`src/shared/flash_self_prog_defines.svh`:
```
// constants for the flash self-programming control block
`ifndef FLASH_SELF_PROG_DEFINES_SVH
`define FLASH_SELF_PROG_DEFINES_SVH

// ==========================================================
// register address and bit positions
`define SPCS_ADDR       6'h37
`define SPCS_RESET      8'h00
`define BIT_IRQ_EN      7
`define BIT_SEC_BUSY    6
`define BIT_SIG_RD      5
`define BIT_SEC_RE      4
`define BIT_LOCK_RD     3
`define BIT_PG_WRT      2
`define BIT_PG_ERS      1
`define BIT_STORE_EN    0

// ==========================================================
// accepted command patterns in the lower five bits
`define CMD_SEC_RE      5'h11
`define CMD_LOCK_RD     5'h09
`define CMD_PG_WRT      5'h05
`define CMD_PG_ERS      5'h03
`define CMD_STORE       5'h01

// ==========================================================
// arming windows in cpu cycles
`define SPM_WINDOW      3'h4
`define LPM_WINDOW      3'h3

// ==========================================================
// timing
`define CLK_PERIOD_NS   10
`define TICK_NS         1000
`define TICK_CYCLES     ((`TICK_NS + `CLK_PERIOD_NS - 1) / `CLK_PERIOD_NS)
`define PROG_MIN_US     3700
`define PROG_MAX_US     4500
`define PROG_TICKS      ((`PROG_MIN_US * 1000 + `TICK_NS - 1) / `TICK_NS)

`endif

```
`src/shared/flash_self_prog_pkg.sv`:
```
// types for the flash self-programming control block
package flash_self_prog_pkg;

    // instruction strobes from the cpu core
    typedef struct packed {
        logic        spm;
        logic        lpm;
        logic [15:0] z_ptr;
        logic [15:0] operand;
    } instr_req_t;

    // operation request to the flash array
    typedef struct packed {
        logic        erase;
        logic        write;
        logic        load;
        logic        clear;
        logic [15:0] z_ptr;
        logic [15:0] operand;
    } flash_cmd_t;

    typedef enum logic [1:0] {
        ST_IDLE,
        ST_ARMED,
        ST_BUSY
    } seq_state_t;

endpackage : flash_self_prog_pkg

```
`src/core/flash_self_program_control.sv`:
```
// control and status logic for flash self-programming
`timescale 1ns/10ps
`include "flash_self_prog_defines.svh"

module flash_self_program_control #(
    parameter int PROG_TICKS = `PROG_TICKS
) (
    // clock and reset
    input  wire logic                            clk_i,
    input  wire logic                            rst_b_i,
    // io register port
    input  wire logic [5:0]                      io_addr_i,
    input  wire logic                            io_wr_i,
    input  wire logic [7:0]                      io_wdata_i,
    output logic      [7:0]                      io_rdata_o,
    // cpu instruction side
    input  wire flash_self_prog_pkg::instr_req_t instr_i,
    input  wire logic                            global_irq_i,
    input  wire logic                            eeprom_write_pending_i,
    output logic                                 cpu_halt_o,
    output logic                                 ready_irq_o,
    output logic                                 lpm_override_o,
    output logic      [7:0]                      lpm_data_o,
    // nonvolatile sources
    input  wire logic [7:0]                      lock_bits_i,
    input  wire logic [7:0]                      fuse_bits_i,
    input  wire logic [7:0]                      signature_i,
    // flash array side
    output flash_self_prog_pkg::flash_cmd_t      flash_cmd_o
);

    // ==========================================================
    // state
    flash_self_prog_pkg::seq_state_t state;
    logic [7:0]  ctrl;
    logic [2:0]  age;
    logic [6:0]  tick_div;
    logic        tick;
    logic [15:0] prog_cnt;
    logic        prog_done;
    logic        cmd_wr;
    logic        pat_ok;
    logic        spm_ok;
    logic        lpm_ok;
    logic        spm_go;

    // ==========================================================
    // decode
    assign cmd_wr = io_wr_i && (io_addr_i == `SPCS_ADDR);
    always_comb begin
        pat_ok = 1'b0;
        case (io_wdata_i[4:0])
            `CMD_SEC_RE,
            `CMD_LOCK_RD,
            `CMD_PG_WRT,
            `CMD_PG_ERS,
            `CMD_STORE: pat_ok = !eeprom_write_pending_i;
            default:    pat_ok = 1'b0;
        endcase
    end
    assign spm_ok = (state == flash_self_prog_pkg::ST_ARMED) && (age < `SPM_WINDOW);
    assign lpm_ok = (state == flash_self_prog_pkg::ST_ARMED) && (age < `LPM_WINDOW);
    assign spm_go = instr_i.spm && spm_ok && !ctrl[`BIT_SIG_RD];

    // ==========================================================
    // timing base from the calibrated clock
    assign tick = (tick_div == 7'(`TICK_CYCLES - 1));
    always_ff @(posedge clk_i or negedge rst_b_i) begin
        if (!rst_b_i) begin
            tick_div <= 7'h00;
        end else if (state != flash_self_prog_pkg::ST_BUSY || tick) begin
            tick_div <= 7'h00;
        end else begin
            tick_div <= tick_div + 7'h01;
        end
    end

    assign prog_done = tick && (prog_cnt == 16'(PROG_TICKS - 1));
    always_ff @(posedge clk_i or negedge rst_b_i) begin
        if (!rst_b_i) begin
            prog_cnt <= 16'h0000;
        end else if (state != flash_self_prog_pkg::ST_BUSY) begin
            prog_cnt <= 16'h0000;
        end else if (tick) begin
            prog_cnt <= prog_cnt + 16'h0001;
        end
    end

    // ==========================================================
    // sequencer
    always_ff @(posedge clk_i or negedge rst_b_i) begin
        if (!rst_b_i) begin
            state <= flash_self_prog_pkg::ST_IDLE;
        end else begin
            case (state)
                flash_self_prog_pkg::ST_IDLE: begin
                    if (cmd_wr && pat_ok) begin
                        state <= flash_self_prog_pkg::ST_ARMED;
                    end
                end
                flash_self_prog_pkg::ST_ARMED: begin
                    if (spm_go && (ctrl[`BIT_PG_WRT] || ctrl[`BIT_PG_ERS])) begin
                        state <= flash_self_prog_pkg::ST_BUSY;
                    end else if (spm_go || (instr_i.lpm && lpm_ok &&
                                 (ctrl[`BIT_LOCK_RD] || ctrl[`BIT_SIG_RD]))) begin
                        state <= flash_self_prog_pkg::ST_IDLE;
                    end else if (age == `SPM_WINDOW - 3'h1) begin
                        state <= flash_self_prog_pkg::ST_IDLE;
                    end
                end
                flash_self_prog_pkg::ST_BUSY: begin
                    if (prog_done) begin
                        state <= flash_self_prog_pkg::ST_IDLE;
                    end
                end
                default: state <= flash_self_prog_pkg::ST_IDLE;
            endcase
        end
    end

    always_ff @(posedge clk_i or negedge rst_b_i) begin
        if (!rst_b_i) begin
            age <= 3'h0;
        end else if (cmd_wr && pat_ok && state == flash_self_prog_pkg::ST_IDLE) begin
            age <= 3'h0;
        end else if (state == flash_self_prog_pkg::ST_ARMED) begin
            age <= age + 3'h1;
        end
    end

    // ==========================================================
    // control register
    always_ff @(posedge clk_i or negedge rst_b_i) begin
        if (!rst_b_i) begin
            ctrl <= `SPCS_RESET;
        end else begin
            if (cmd_wr) begin
                ctrl[`BIT_IRQ_EN] <= io_wdata_i[`BIT_IRQ_EN];
            end
            if (cmd_wr && pat_ok && state == flash_self_prog_pkg::ST_IDLE) begin
                ctrl[5:0] <= {io_wdata_i[5] && io_wdata_i[4:0] == `CMD_STORE,
                              io_wdata_i[4:0]};
            end else if (state == flash_self_prog_pkg::ST_ARMED &&
                         (spm_go || (instr_i.lpm && lpm_ok &&
                          (ctrl[`BIT_LOCK_RD] || ctrl[`BIT_SIG_RD])) ||
                          age == `SPM_WINDOW - 3'h1)) begin
                if (!(spm_go && (ctrl[`BIT_PG_WRT] || ctrl[`BIT_PG_ERS]))) begin
                    ctrl[5:0] <= 6'h00;
                end
            end else if (state == flash_self_prog_pkg::ST_BUSY && prog_done) begin
                ctrl[5:0] <= 6'h00;
            end
        end
    end

    // ==========================================================
    // outputs
    always_comb begin
        io_rdata_o                = ctrl;
        io_rdata_o[`BIT_SEC_BUSY] = 1'b0;
    end

    assign cpu_halt_o  = (state == flash_self_prog_pkg::ST_BUSY);
    assign ready_irq_o = ctrl[`BIT_IRQ_EN] && global_irq_i && !ctrl[`BIT_STORE_EN] &&
                         !eeprom_write_pending_i &&
                         state != flash_self_prog_pkg::ST_BUSY;

    always_ff @(posedge clk_i or negedge rst_b_i) begin
        if (!rst_b_i) begin
            lpm_override_o <= 1'b0;
            lpm_data_o     <= 8'h00;
        end else begin
            lpm_override_o <= instr_i.lpm && lpm_ok &&
                              (ctrl[`BIT_LOCK_RD] || ctrl[`BIT_SIG_RD]);
            if (instr_i.lpm && lpm_ok && ctrl[`BIT_SIG_RD]) begin
                lpm_data_o <= signature_i;
            end else if (instr_i.lpm && lpm_ok && ctrl[`BIT_LOCK_RD]) begin
                lpm_data_o <= instr_i.z_ptr[0] ? lock_bits_i : fuse_bits_i;
            end
        end
    end

    always_ff @(posedge clk_i or negedge rst_b_i) begin
        if (!rst_b_i) begin
            flash_cmd_o <= '0;
        end else begin
            flash_cmd_o.erase <= spm_go && ctrl[`BIT_PG_ERS];
            flash_cmd_o.write <= spm_go && ctrl[`BIT_PG_WRT];
            flash_cmd_o.load  <= spm_go && ctrl[4:1] == 4'h0;
            flash_cmd_o.clear <= (cmd_wr && pat_ok && state == flash_self_prog_pkg::ST_IDLE &&
                                  io_wdata_i[4:0] == `CMD_SEC_RE) ||
                                 (state == flash_self_prog_pkg::ST_BUSY && prog_done &&
                                  ctrl[`BIT_PG_WRT]);
            if (spm_go) begin
                flash_cmd_o.z_ptr   <= instr_i.z_ptr;
                flash_cmd_o.operand <= instr_i.operand;
            end
        end
    end

    // ==========================================================
    // checks
    property p_halt_busy;
        @(posedge clk_i) disable iff (!rst_b_i)
        $rose(cpu_halt_o) |-> $past(spm_go) && $past(ctrl[`BIT_PG_WRT] || ctrl[`BIT_PG_ERS]);
    endproperty
    a_halt_busy: assert property (p_halt_busy) else $error("halt without erase/write");

    property p_en_busy;
        @(posedge clk_i) disable iff (!rst_b_i)
        cpu_halt_o |-> ctrl[`BIT_STORE_EN] && io_rdata_o[`BIT_STORE_EN];
    endproperty
    a_en_busy: assert property (p_en_busy) else $error("store enable low while busy");

    property p_irq_block;
        @(posedge clk_i) disable iff (!rst_b_i)
        (eeprom_write_pending_i || cpu_halt_o) |-> !ready_irq_o;
    endproperty
    a_irq_block: assert property (p_irq_block) else $error("irq during programming");

    property p_irq_req;
        @(posedge clk_i) disable iff (!rst_b_i)
        (io_rdata_o[`BIT_IRQ_EN] && global_irq_i && !io_rdata_o[`BIT_STORE_EN] &&
         !eeprom_write_pending_i) |-> ready_irq_o;
    endproperty
    a_irq_req: assert property (p_irq_req) else $error("irq not raised");

    property p_busy_zero;
        @(posedge clk_i) disable iff (!rst_b_i)
        !io_rdata_o[`BIT_SEC_BUSY];
    endproperty
    a_busy_zero: assert property (p_busy_zero) else $error("busy bit set");

    property p_timeout;
        @(posedge clk_i) disable iff (!rst_b_i)
        (state == flash_self_prog_pkg::ST_IDLE && cmd_wr && pat_ok) ##1
            (!instr_i.spm && !instr_i.lpm) [*4] |=> ctrl[5:0] == 6'h00;
    endproperty
    a_timeout: assert property (p_timeout) else $error("armed bits survived window");

    property p_erase_start;
        @(posedge clk_i) disable iff (!rst_b_i)
        (spm_go && ctrl[`BIT_PG_ERS]) |=> cpu_halt_o && flash_cmd_o.erase;
    endproperty
    a_erase_start: assert property (p_erase_start) else $error("erase not started");

    property p_lock_sel;
        @(posedge clk_i) disable iff (!rst_b_i)
        (instr_i.lpm && lpm_ok && ctrl[`BIT_LOCK_RD] && !ctrl[`BIT_SIG_RD])
            |=> lpm_override_o &&
                lpm_data_o == ($past(instr_i.z_ptr[0]) ? $past(lock_bits_i) : $past(fuse_bits_i));
    endproperty
    a_lock_sel: assert property (p_lock_sel) else $error("wrong lock/fuse byte");

    property p_bad_write;
        @(posedge clk_i) disable iff (!rst_b_i)
        (state == flash_self_prog_pkg::ST_IDLE && cmd_wr && !pat_ok)
            |=> state == flash_self_prog_pkg::ST_IDLE && ctrl[5:0] == $past(ctrl[5:0]);
    endproperty
    a_bad_write: assert property (p_bad_write) else $error("invalid write accepted");

endmodule : flash_self_program_control

```
`config.mk`:
```
export PLATFORM = sky130hd
export DESIGN_NAME = flash_self_program_control
export DESIGN_NICKNAME = d
export VERILOG_FILES = /design/src/shared/flash_self_prog_pkg.sv /design/src/core/flash_self_program_control.sv
export VERILOG_INCLUDE_DIRS = /design/src /design/src/shared
export SDC_FILE = /design/constraint.sdc
export NUM_CORES = 1
export LEC_CHECK = 0
export ABC_AREA = 1
export BUFFER_PORTS_ARGS = -buffer_cell sky130_fd_sc_hd__buf_4
export CORE_MARGIN = 2
export CORE_UTILIZATION = 30
export CTS_CLUSTER_SIZE = 8
export DETAILED_ROUTE_END_ITERATION = 6
export SETUP_SLACK_MARGIN = 0.05
export SYNTH_ARGS = -nofsm -noshare
export SYNTH_HDL_FRONTEND = slang
export SYNTH_SLANG_ARGS = --single-unit
```
`constraint.sdc`:
```
create_clock -name clk_i -period 2.9 [get_ports clk_i]
set_input_delay 0.58 -clock clk_i [delete_from_list [all_inputs] [get_ports clk_i]]
set_output_delay 0.58 -clock clk_i [all_outputs]
set_load 0.05 [all_outputs]
```
==> impl_metrics.json, run 1 <==
{
  "std_cell_rows": 41,
  "p_leak_nw": 2.789,
  "place_area_sq_um": 4974,
  "post_cts_buffers": 0,
  "areaGrowthSynthToFinish_pct": 38.49,
  "die_x_um": 116.9,
  "synth_top_cell_by_area": "dfrtp_1",
  "layout.nets": 697,
  "worstPathCellList": "inv_1 -> nor2_1 -> nor4_1 -> buf_4",
  "fin_tns_setup_ns": 0,
  "rsz0062_at_grt": "no",
  "insertion_delay_ns": 0.34,
  "critPathMaxStageDelay_ns": 0.37,
  "synth_nets": 567,
  "synthTopCellsByCount": "180 x nand2_1, 80 x dfrtp_1, 57 x nor2_1, 32 x inv_1, 32 x o21ai_0",
  "drv_slew": 0,
  "cp.arrival_ns": 1.45,
  "peakVddDrop_uv": 206.0,
  "hold_ws_ns": 0.2660,
  "dp.final_hpwl_um": 7279,
  "path_class": "reg -> out",
  "yosysUniqueCellTypes": 31,
  "worstSetupEndpointType": "primary output",
  "drc": 0,
  "die_h_um": 116.9,
  "grt_pass1_wl_um": 16420,
  "drive_gt1_share_pct": 26.61,
  "r2r_slack_ns": 1.14,
  "hold_class": "in -> async",
  "syn_avg_cell_area_sq_um": 7.865,
  "htreeDepth": 3,
  "max_clock_freq_mhz": 492.9,
  "finalHoldViolations": 0,
  "seq_area_frac_synth_pct": 52.37,
  "grt_max_degree": 81,
  "cp_data_required_time_ns": 2.32,
  "synth-seq-cells": 80,
  "crit_path_max_fanout": 3,
  "synthArstFlopShare_pct": 100.0,
  "setup-violations-final": 0,
  "antenna_found_initial": 0,
  "die_area_sq_um": 13660,
  "relSlewSlack_pct": 60.67,
  "status": "finished, final reports clean",
  "postCtsResizedCells": 0,
  "cts-root-buf": "clkbuf_16",
  "num_vias": 3623,
  "p_total_mw": 2.712,
  "p_per_area_nw_per_um2": 512.2,
  "fillers": 1242,
  "cts_sinks": 80,
  "wl_per_cell_um": 12.45,
  "synth_edf_count": 0,
  "gr-usage-all-layers_pct": 15.19,
  "rr_startpoint": "tick_div[0]",
  "tightestPinTransition_ns": 0.5891,
  "fin_ws_ns": 0.8712,
  "grt-ovfl-total": 0,
  "ys_top_cells_by_area": "dfrtp_1 52%, nand2_1 18%, nor2_1 5.6%",
  "synthesis.area_sq_um": 3822,
  "cts_inserted_buffers": 9,
  "yosysWarnings": 0,
  "diodes": 0,
  "slowest_stage": "dfrtp_1",
  "antenna_left": 0,
  "synth_most_common_cell": "nand2_1",
  "post-route-period-util_pct": 69.96,
  "postSynthCellCount": 486,
  "cts_tree": "yes",
  "r2r-end": "tick_div[3]",
  "core-area_sq_um": 12520,
  "path_clk_slew_ns": 0.06,
  "final_cell_area_sq_um": 5294,
  "r2r.worst_path.cells": 8,
  "synth_top_area_share_pct": 52.37,
  "place_congestion": 0.8204,
  "initial_core_util_pct": 30.54,
  "grt_pass1_vias": 3570,
  "fin_skew_ns": 0.005889,
  "wirelength_um": 9864,
  "critPathLaunchType": "flop",
  "place_ws_ns": 0.8338,
  "post_drt_via_cell_ratio": 4.574,
  "first_pass_iters": 4,
  "io_buffers": 129,
  "cts_hold_buf": 0,
  "ios": 132,
  "cts_max_path_buffers": 2,
  "synth_ff_type": "dfrtp_1",
  "period_minus_slack_ns": 2.029,
  "dr.first_iter.drc_count": 247,
  "maxCapViolCount": 0
}
## final cells by class
| cell class | count | area (sq um) | area share (%) |
|---|---|---|---|
| tap | 172 | 215.2 | 4.065 |
| sequential | 80 | 2002 | 37.82 |
| clock inverter | 5 | 81.33 | 1.536 |
| clock buffer | 10 | 239.0 | 4.514 |
| inverter | 38 | 147.6 | 2.789 |
| timing repair buffer | 132 | 1003 | 18.96 |
| multi-input combinational | 355 | 1605 | 30.32 |
## through the flow
step | utilization, % | instances
CTS | 42.29 | 792
global route | 42.29 | 792
floorplan | - | 486
global placement | 39.73 | 777
detailed placement | 39.73 | 777
finish | 42.29 | 792
## worst max-delay path, delay by kind of cell, from the launching register on
family | cells | cell delay [ns]
DFF | 1 | 0.37
buffers and inverters | 2 | 0.38
and+or+nand+nor | 2 | 0.36
## layer usage
metal / wire, um / global-route usage, % / vias up
met5: 0 / 0 / -
met4: 135 / 5.098 / 0
met3: 744 / 5.149 / 14
met2: 4840 / 24.89 / 130
met1: 4144 / 18.89 / 1678
li1: - / - / 1801
## how the worst max path moves through the flow
| stage | to | from | depth (start not counted) | slack (ns) |
|---|---|---|---|---|
| floorplan | ready_irq_o | io_rdata_o[7] | 2 | 0.09 |
| global route | cpu_halt_o | state[1] | 4 | 0.78 |
| detailed placement | flash_cmd_o[32] | io_wdata_i[1] | 10 | 0.83 |
| finish | ready_irq_o | state[1] | 4 | 0.87 |
| global placement | flash_cmd_o[32] | io_wdata_i[1] | 10 | 0.89 |
| CTS | cpu_halt_o | state[0] | 3 | 0.86 |
## cell families (layout without fill, tap and decap cells)
group	Yosys count	in the layout	share of synthesized area [%]
AO/OA/AOI/OAI	43	43	5.696
buffers and inverters	51	185	5.630
flip-flops	80	80	52.37
AND/OR/NAND/NOR	306	306	34.60
adder cells (fa/ha/maj)	4	4	1.309
other	1	1	0.09811
multiplexers	1	1	0.2946
## state kept, by name, indices dropped and copies added, names as in the netlist
register        count
age                 3
flash_cmd_o        36
io_rdata_o          7
lpm_data_o          8
lpm_override_o      1
prog_cnt           16
state               2
tick_div            7
## cells in the final DEF, fill, tap and decap left out, drive strengths merged
cell type,synthesis,final
clkinvlp,0,1
clkbuf,5,10
and3,1,1
bufinv,0,2
nand3,31,31
inv,35,35
nand2,182,182
or2,1,1
clkinv,3,5
conb,1,1
dfrtp,80,80
nor2,61,61
ha,4,4
a21oi,8,8
mux2,1,1
buf,8,132
nor3,15,15
a21boi,1,1
o21ai,34,34
nand4,12,12
nor4,3,3
## where the power goes
part           internal, mW  switching [mW]
sequential             1.15          0.0263
combinational         0.132           0.180
clock                 0.772           0.447
Power figures use the tool's default switching activity.
==> run 2: changes to the inputs <==
==> constraint.sdc (replaced) <==
create_clock -name clk_i -period 1.9 [get_ports clk_i]
set_input_delay 0.38 -clock clk_i [delete_from_list [all_inputs] [get_ports clk_i]]
set_output_delay 0.38 -clock clk_i [all_outputs]
set_load 0.05 [all_outputs]
==> run 2 against run 1 <==
Final cell count is 0.76% higher. Routed wire length grew 1.5%. Critical path depth increased by 1. Total power is 46% higher. Sequential cell count unchanged. Global-route usage is 0.13 points higher. Critical path type unchanged.
==> impl_metrics.json, run 2 (synthesis results as in run 1) <==
{
  "status": "finished, final reports clean",
  "path_class": "reg -> out",
  "hold_ws_ns": 0.006977,
  "worstSetupEndpointType": "primary output",
  "place_congestion": 0.8493,
  "fin_util_pct": 42.60,
  "critPathMaxStageDelay_ns": 0.38,
  "grt_pass1_vias": 3437,
  "die_area_sq_um": 13660,
  "maxCapViolCount": 0,
  "p_per_area_nw_per_um2": 743.8,
  "cp_num_buf_inv": 3,
  "r2r-end": "io_rdata_o[4]",
  "swShare_pct": 24.89,
  "top_regs": "flash_cmd_o (36), prog_cnt (16), lpm_data_o (8)",
  "path_clk_slew_ns": 0.06,
  "layout_commonest_cell": "nand2_1",
  "gr-usage-all-layers_pct": 15.33,
  "fin_tns_setup_ns": 0,
  "rsz0062_at_grt": "no",
  "worstPathCellList": "inv_1 -> nor2_1 -> buf_12 -> nor4_4 -> buf_4",
  "cts_max_path_buffers": 2,
  "place_area_sq_um": 5046,
  "drive_gt1_share_pct": 27.32,
  "grt-ovfl-total": 0,
  "r2r.worst_path.cells": 10,
  "grt_max_degree": 38,
  "power_switching_uw": 987.3,
  "fin_skew_ns": 0.006599,
  "diodes": 0,
  "core-area_sq_um": 12520,
  "dr.first_iter.drc_count": 159,
  "wl_per_cell_um": 12.54,
  "largest_register": "flash_cmd_o",
  "fillers": 1299,
  "wirelength_um": 10010,
  "rr_startpoint": "tick_div[0]",
  "post-route-period-util_pct": 91.94,
  "htreeDepth": 3,
  "critPathLaunchType": "flop",
  "post_drt_via_cell_ratio": 4.462,
  "drc": 0,
  "cp_data_required_time_ns": 1.52,
  "antenna_found_initial": 0,
  "num_vias": 3561,
  "final_cell_mix": "180 x nand2_1, 136 x buf_4, 80 x dfrtp_1, 57 x nor2_1",
  "std_cell_rows": 41,
  "dp.final_hpwl_um": 7698,
  "dp.cells": 783,
  "cts-root-buf": "clkbuf_16",
  "hold_class": "in -> async",
  "p_total_mw": 3.967,
  "seqPwrFrac_pct": 45.5,
  "p_leak_nw": 2.809,
  "setup-violations-final": 0,
  "areaGrowthSynthToFinish_pct": 39.51,
  "cts_inserted_buffers": 9,
  "layout.nets": 703,
  "combinationalPowerShare_pct": 12.1,
  "cts_hold_buf": 0,
  "instances_no_fill": 798,
  "slowest_stage": "dfrtp_1",
  "clkPwrFrac_pct": 42.4,
  "max_clock_freq_mhz": 572.4,
  "fin_ws_ns": 0.1531,
  "crit_cells": 5,
  "place_ws_ns": 0.2030,
  "die_h_um": 116.9,
  "intPower_mw": 2.979,
  "post_cts_buffers": 0,
  "initial_core_util_pct": 30.54,
  "tightestPinTransition_ns": 0.5801,
  "largest_reg_flops": 36,
  "postCtsResizedCells": 0,
  "finalHoldViolations": 0,
  "peakVddDrop_uv": 338.0,
  "ios": 132,
  "io_buffers": 129,
  "cp-endpoint": "ready_irq_o",
  "relSlewSlack_pct": 61.27,
  "cts_tree": "yes",
  "first_pass_iters": 6,
  "die_x_um": 116.9,
  "crit_start": "state[1]",
  "r2r_slack_ns": 0.27,
  "cp.arrival_ns": 1.37,
  "period_minus_slack_ns": 1.747,
  "insertion_delay_ns": 0.33,
  "final_cell_area_sq_um": 5333,
  "crit_path_max_fanout": 14,
  "cts_sinks": 80,
  "grt_pass1_wl_um": 16320,
  "antenna_left": 0,
  "cp_top_family": "buffers and inverters",
  "drv_slew": 0
}
run 2: changes by cell type in the layout (fill, tap and decap cells not counted):
cell / before / now
nor4_1: 3 / 2
bufinv_16: 2 / 1
buf_12: 1 / 2
clkbuf_1: 0 / 1
clkbuf_8: 1 / 0
clkinv_2: 1 / 2
inv_6: 0 / 1
buf_4: 131 / 136
clkinvlp_4: 1 / 0
nor4_4: 0 / 1
run 2: worst min path at each step:
stage,endpoint,slack [ns],depth (start not counted)
finish,tick_div[3],0.007,1
global route,tick_div[5],0.04,1
CTS,flash_cmd_o[33],0.02,1
detailed placement,tick_div[4],0.39,1
global placement,tick_div[4],0.37,1
floorplan,age[0],0.08,0
run 2: worst reg2reg max path, cell delays in order, from the launching register on:
cell and delay [ns]:
dfrtp_1 0.37, ha_1 0.20, nand2_1 0.06, inv_1 0.08
nand3_4 0.15, nor2_1 0.22, nand3_1 0.11, nand2_1 0.09
nand2_2 0.09, nand3_1 0.08, nand2_1 0.06
run 2: area by class of cell:
cell class | instances | area, sq um | share of cell area, %
Sequential cell | 80 | 2002 | 37.54
Multi-Input combinational cell | 355 | 1620 | 30.38
Timing Repair Buffer | 138 | 1061 | 19.90
Clock buffer | 10 | 229.0 | 4.294
Tap cell | 172 | 215.2 | 4.036
Inverter | 38 | 147.6 | 2.769
Clock inverter | 5 | 57.56 | 1.079
run 2: power by group through the flow:
stage          logic (mW)  clock network [mW]  registers [mW]
3_5_place_dp        0.492                   0            1.83
4_1_cts             0.492                1.73            1.80
3_3_place_gp        0.477                   0            1.83
5_1_grt             0.535                1.80            1.81
6_report            0.481                1.68            1.80
2_1_floorplan       0.125                   0            1.94
run 2: per-layer routing:
| layer | GRT usage, % | vias up | routed length [um] |
|---|---|---|---|
| met5 | 0 | - | 0 |
| met4 | 4.235 | 0 | 65 |
| met3 | 5.458 | 4 | 661 |
| met2 | 23.58 | 83 | 4786 |
| met1 | 20.57 | 1655 | 4495 |
| li1 | - | 1819 | - |
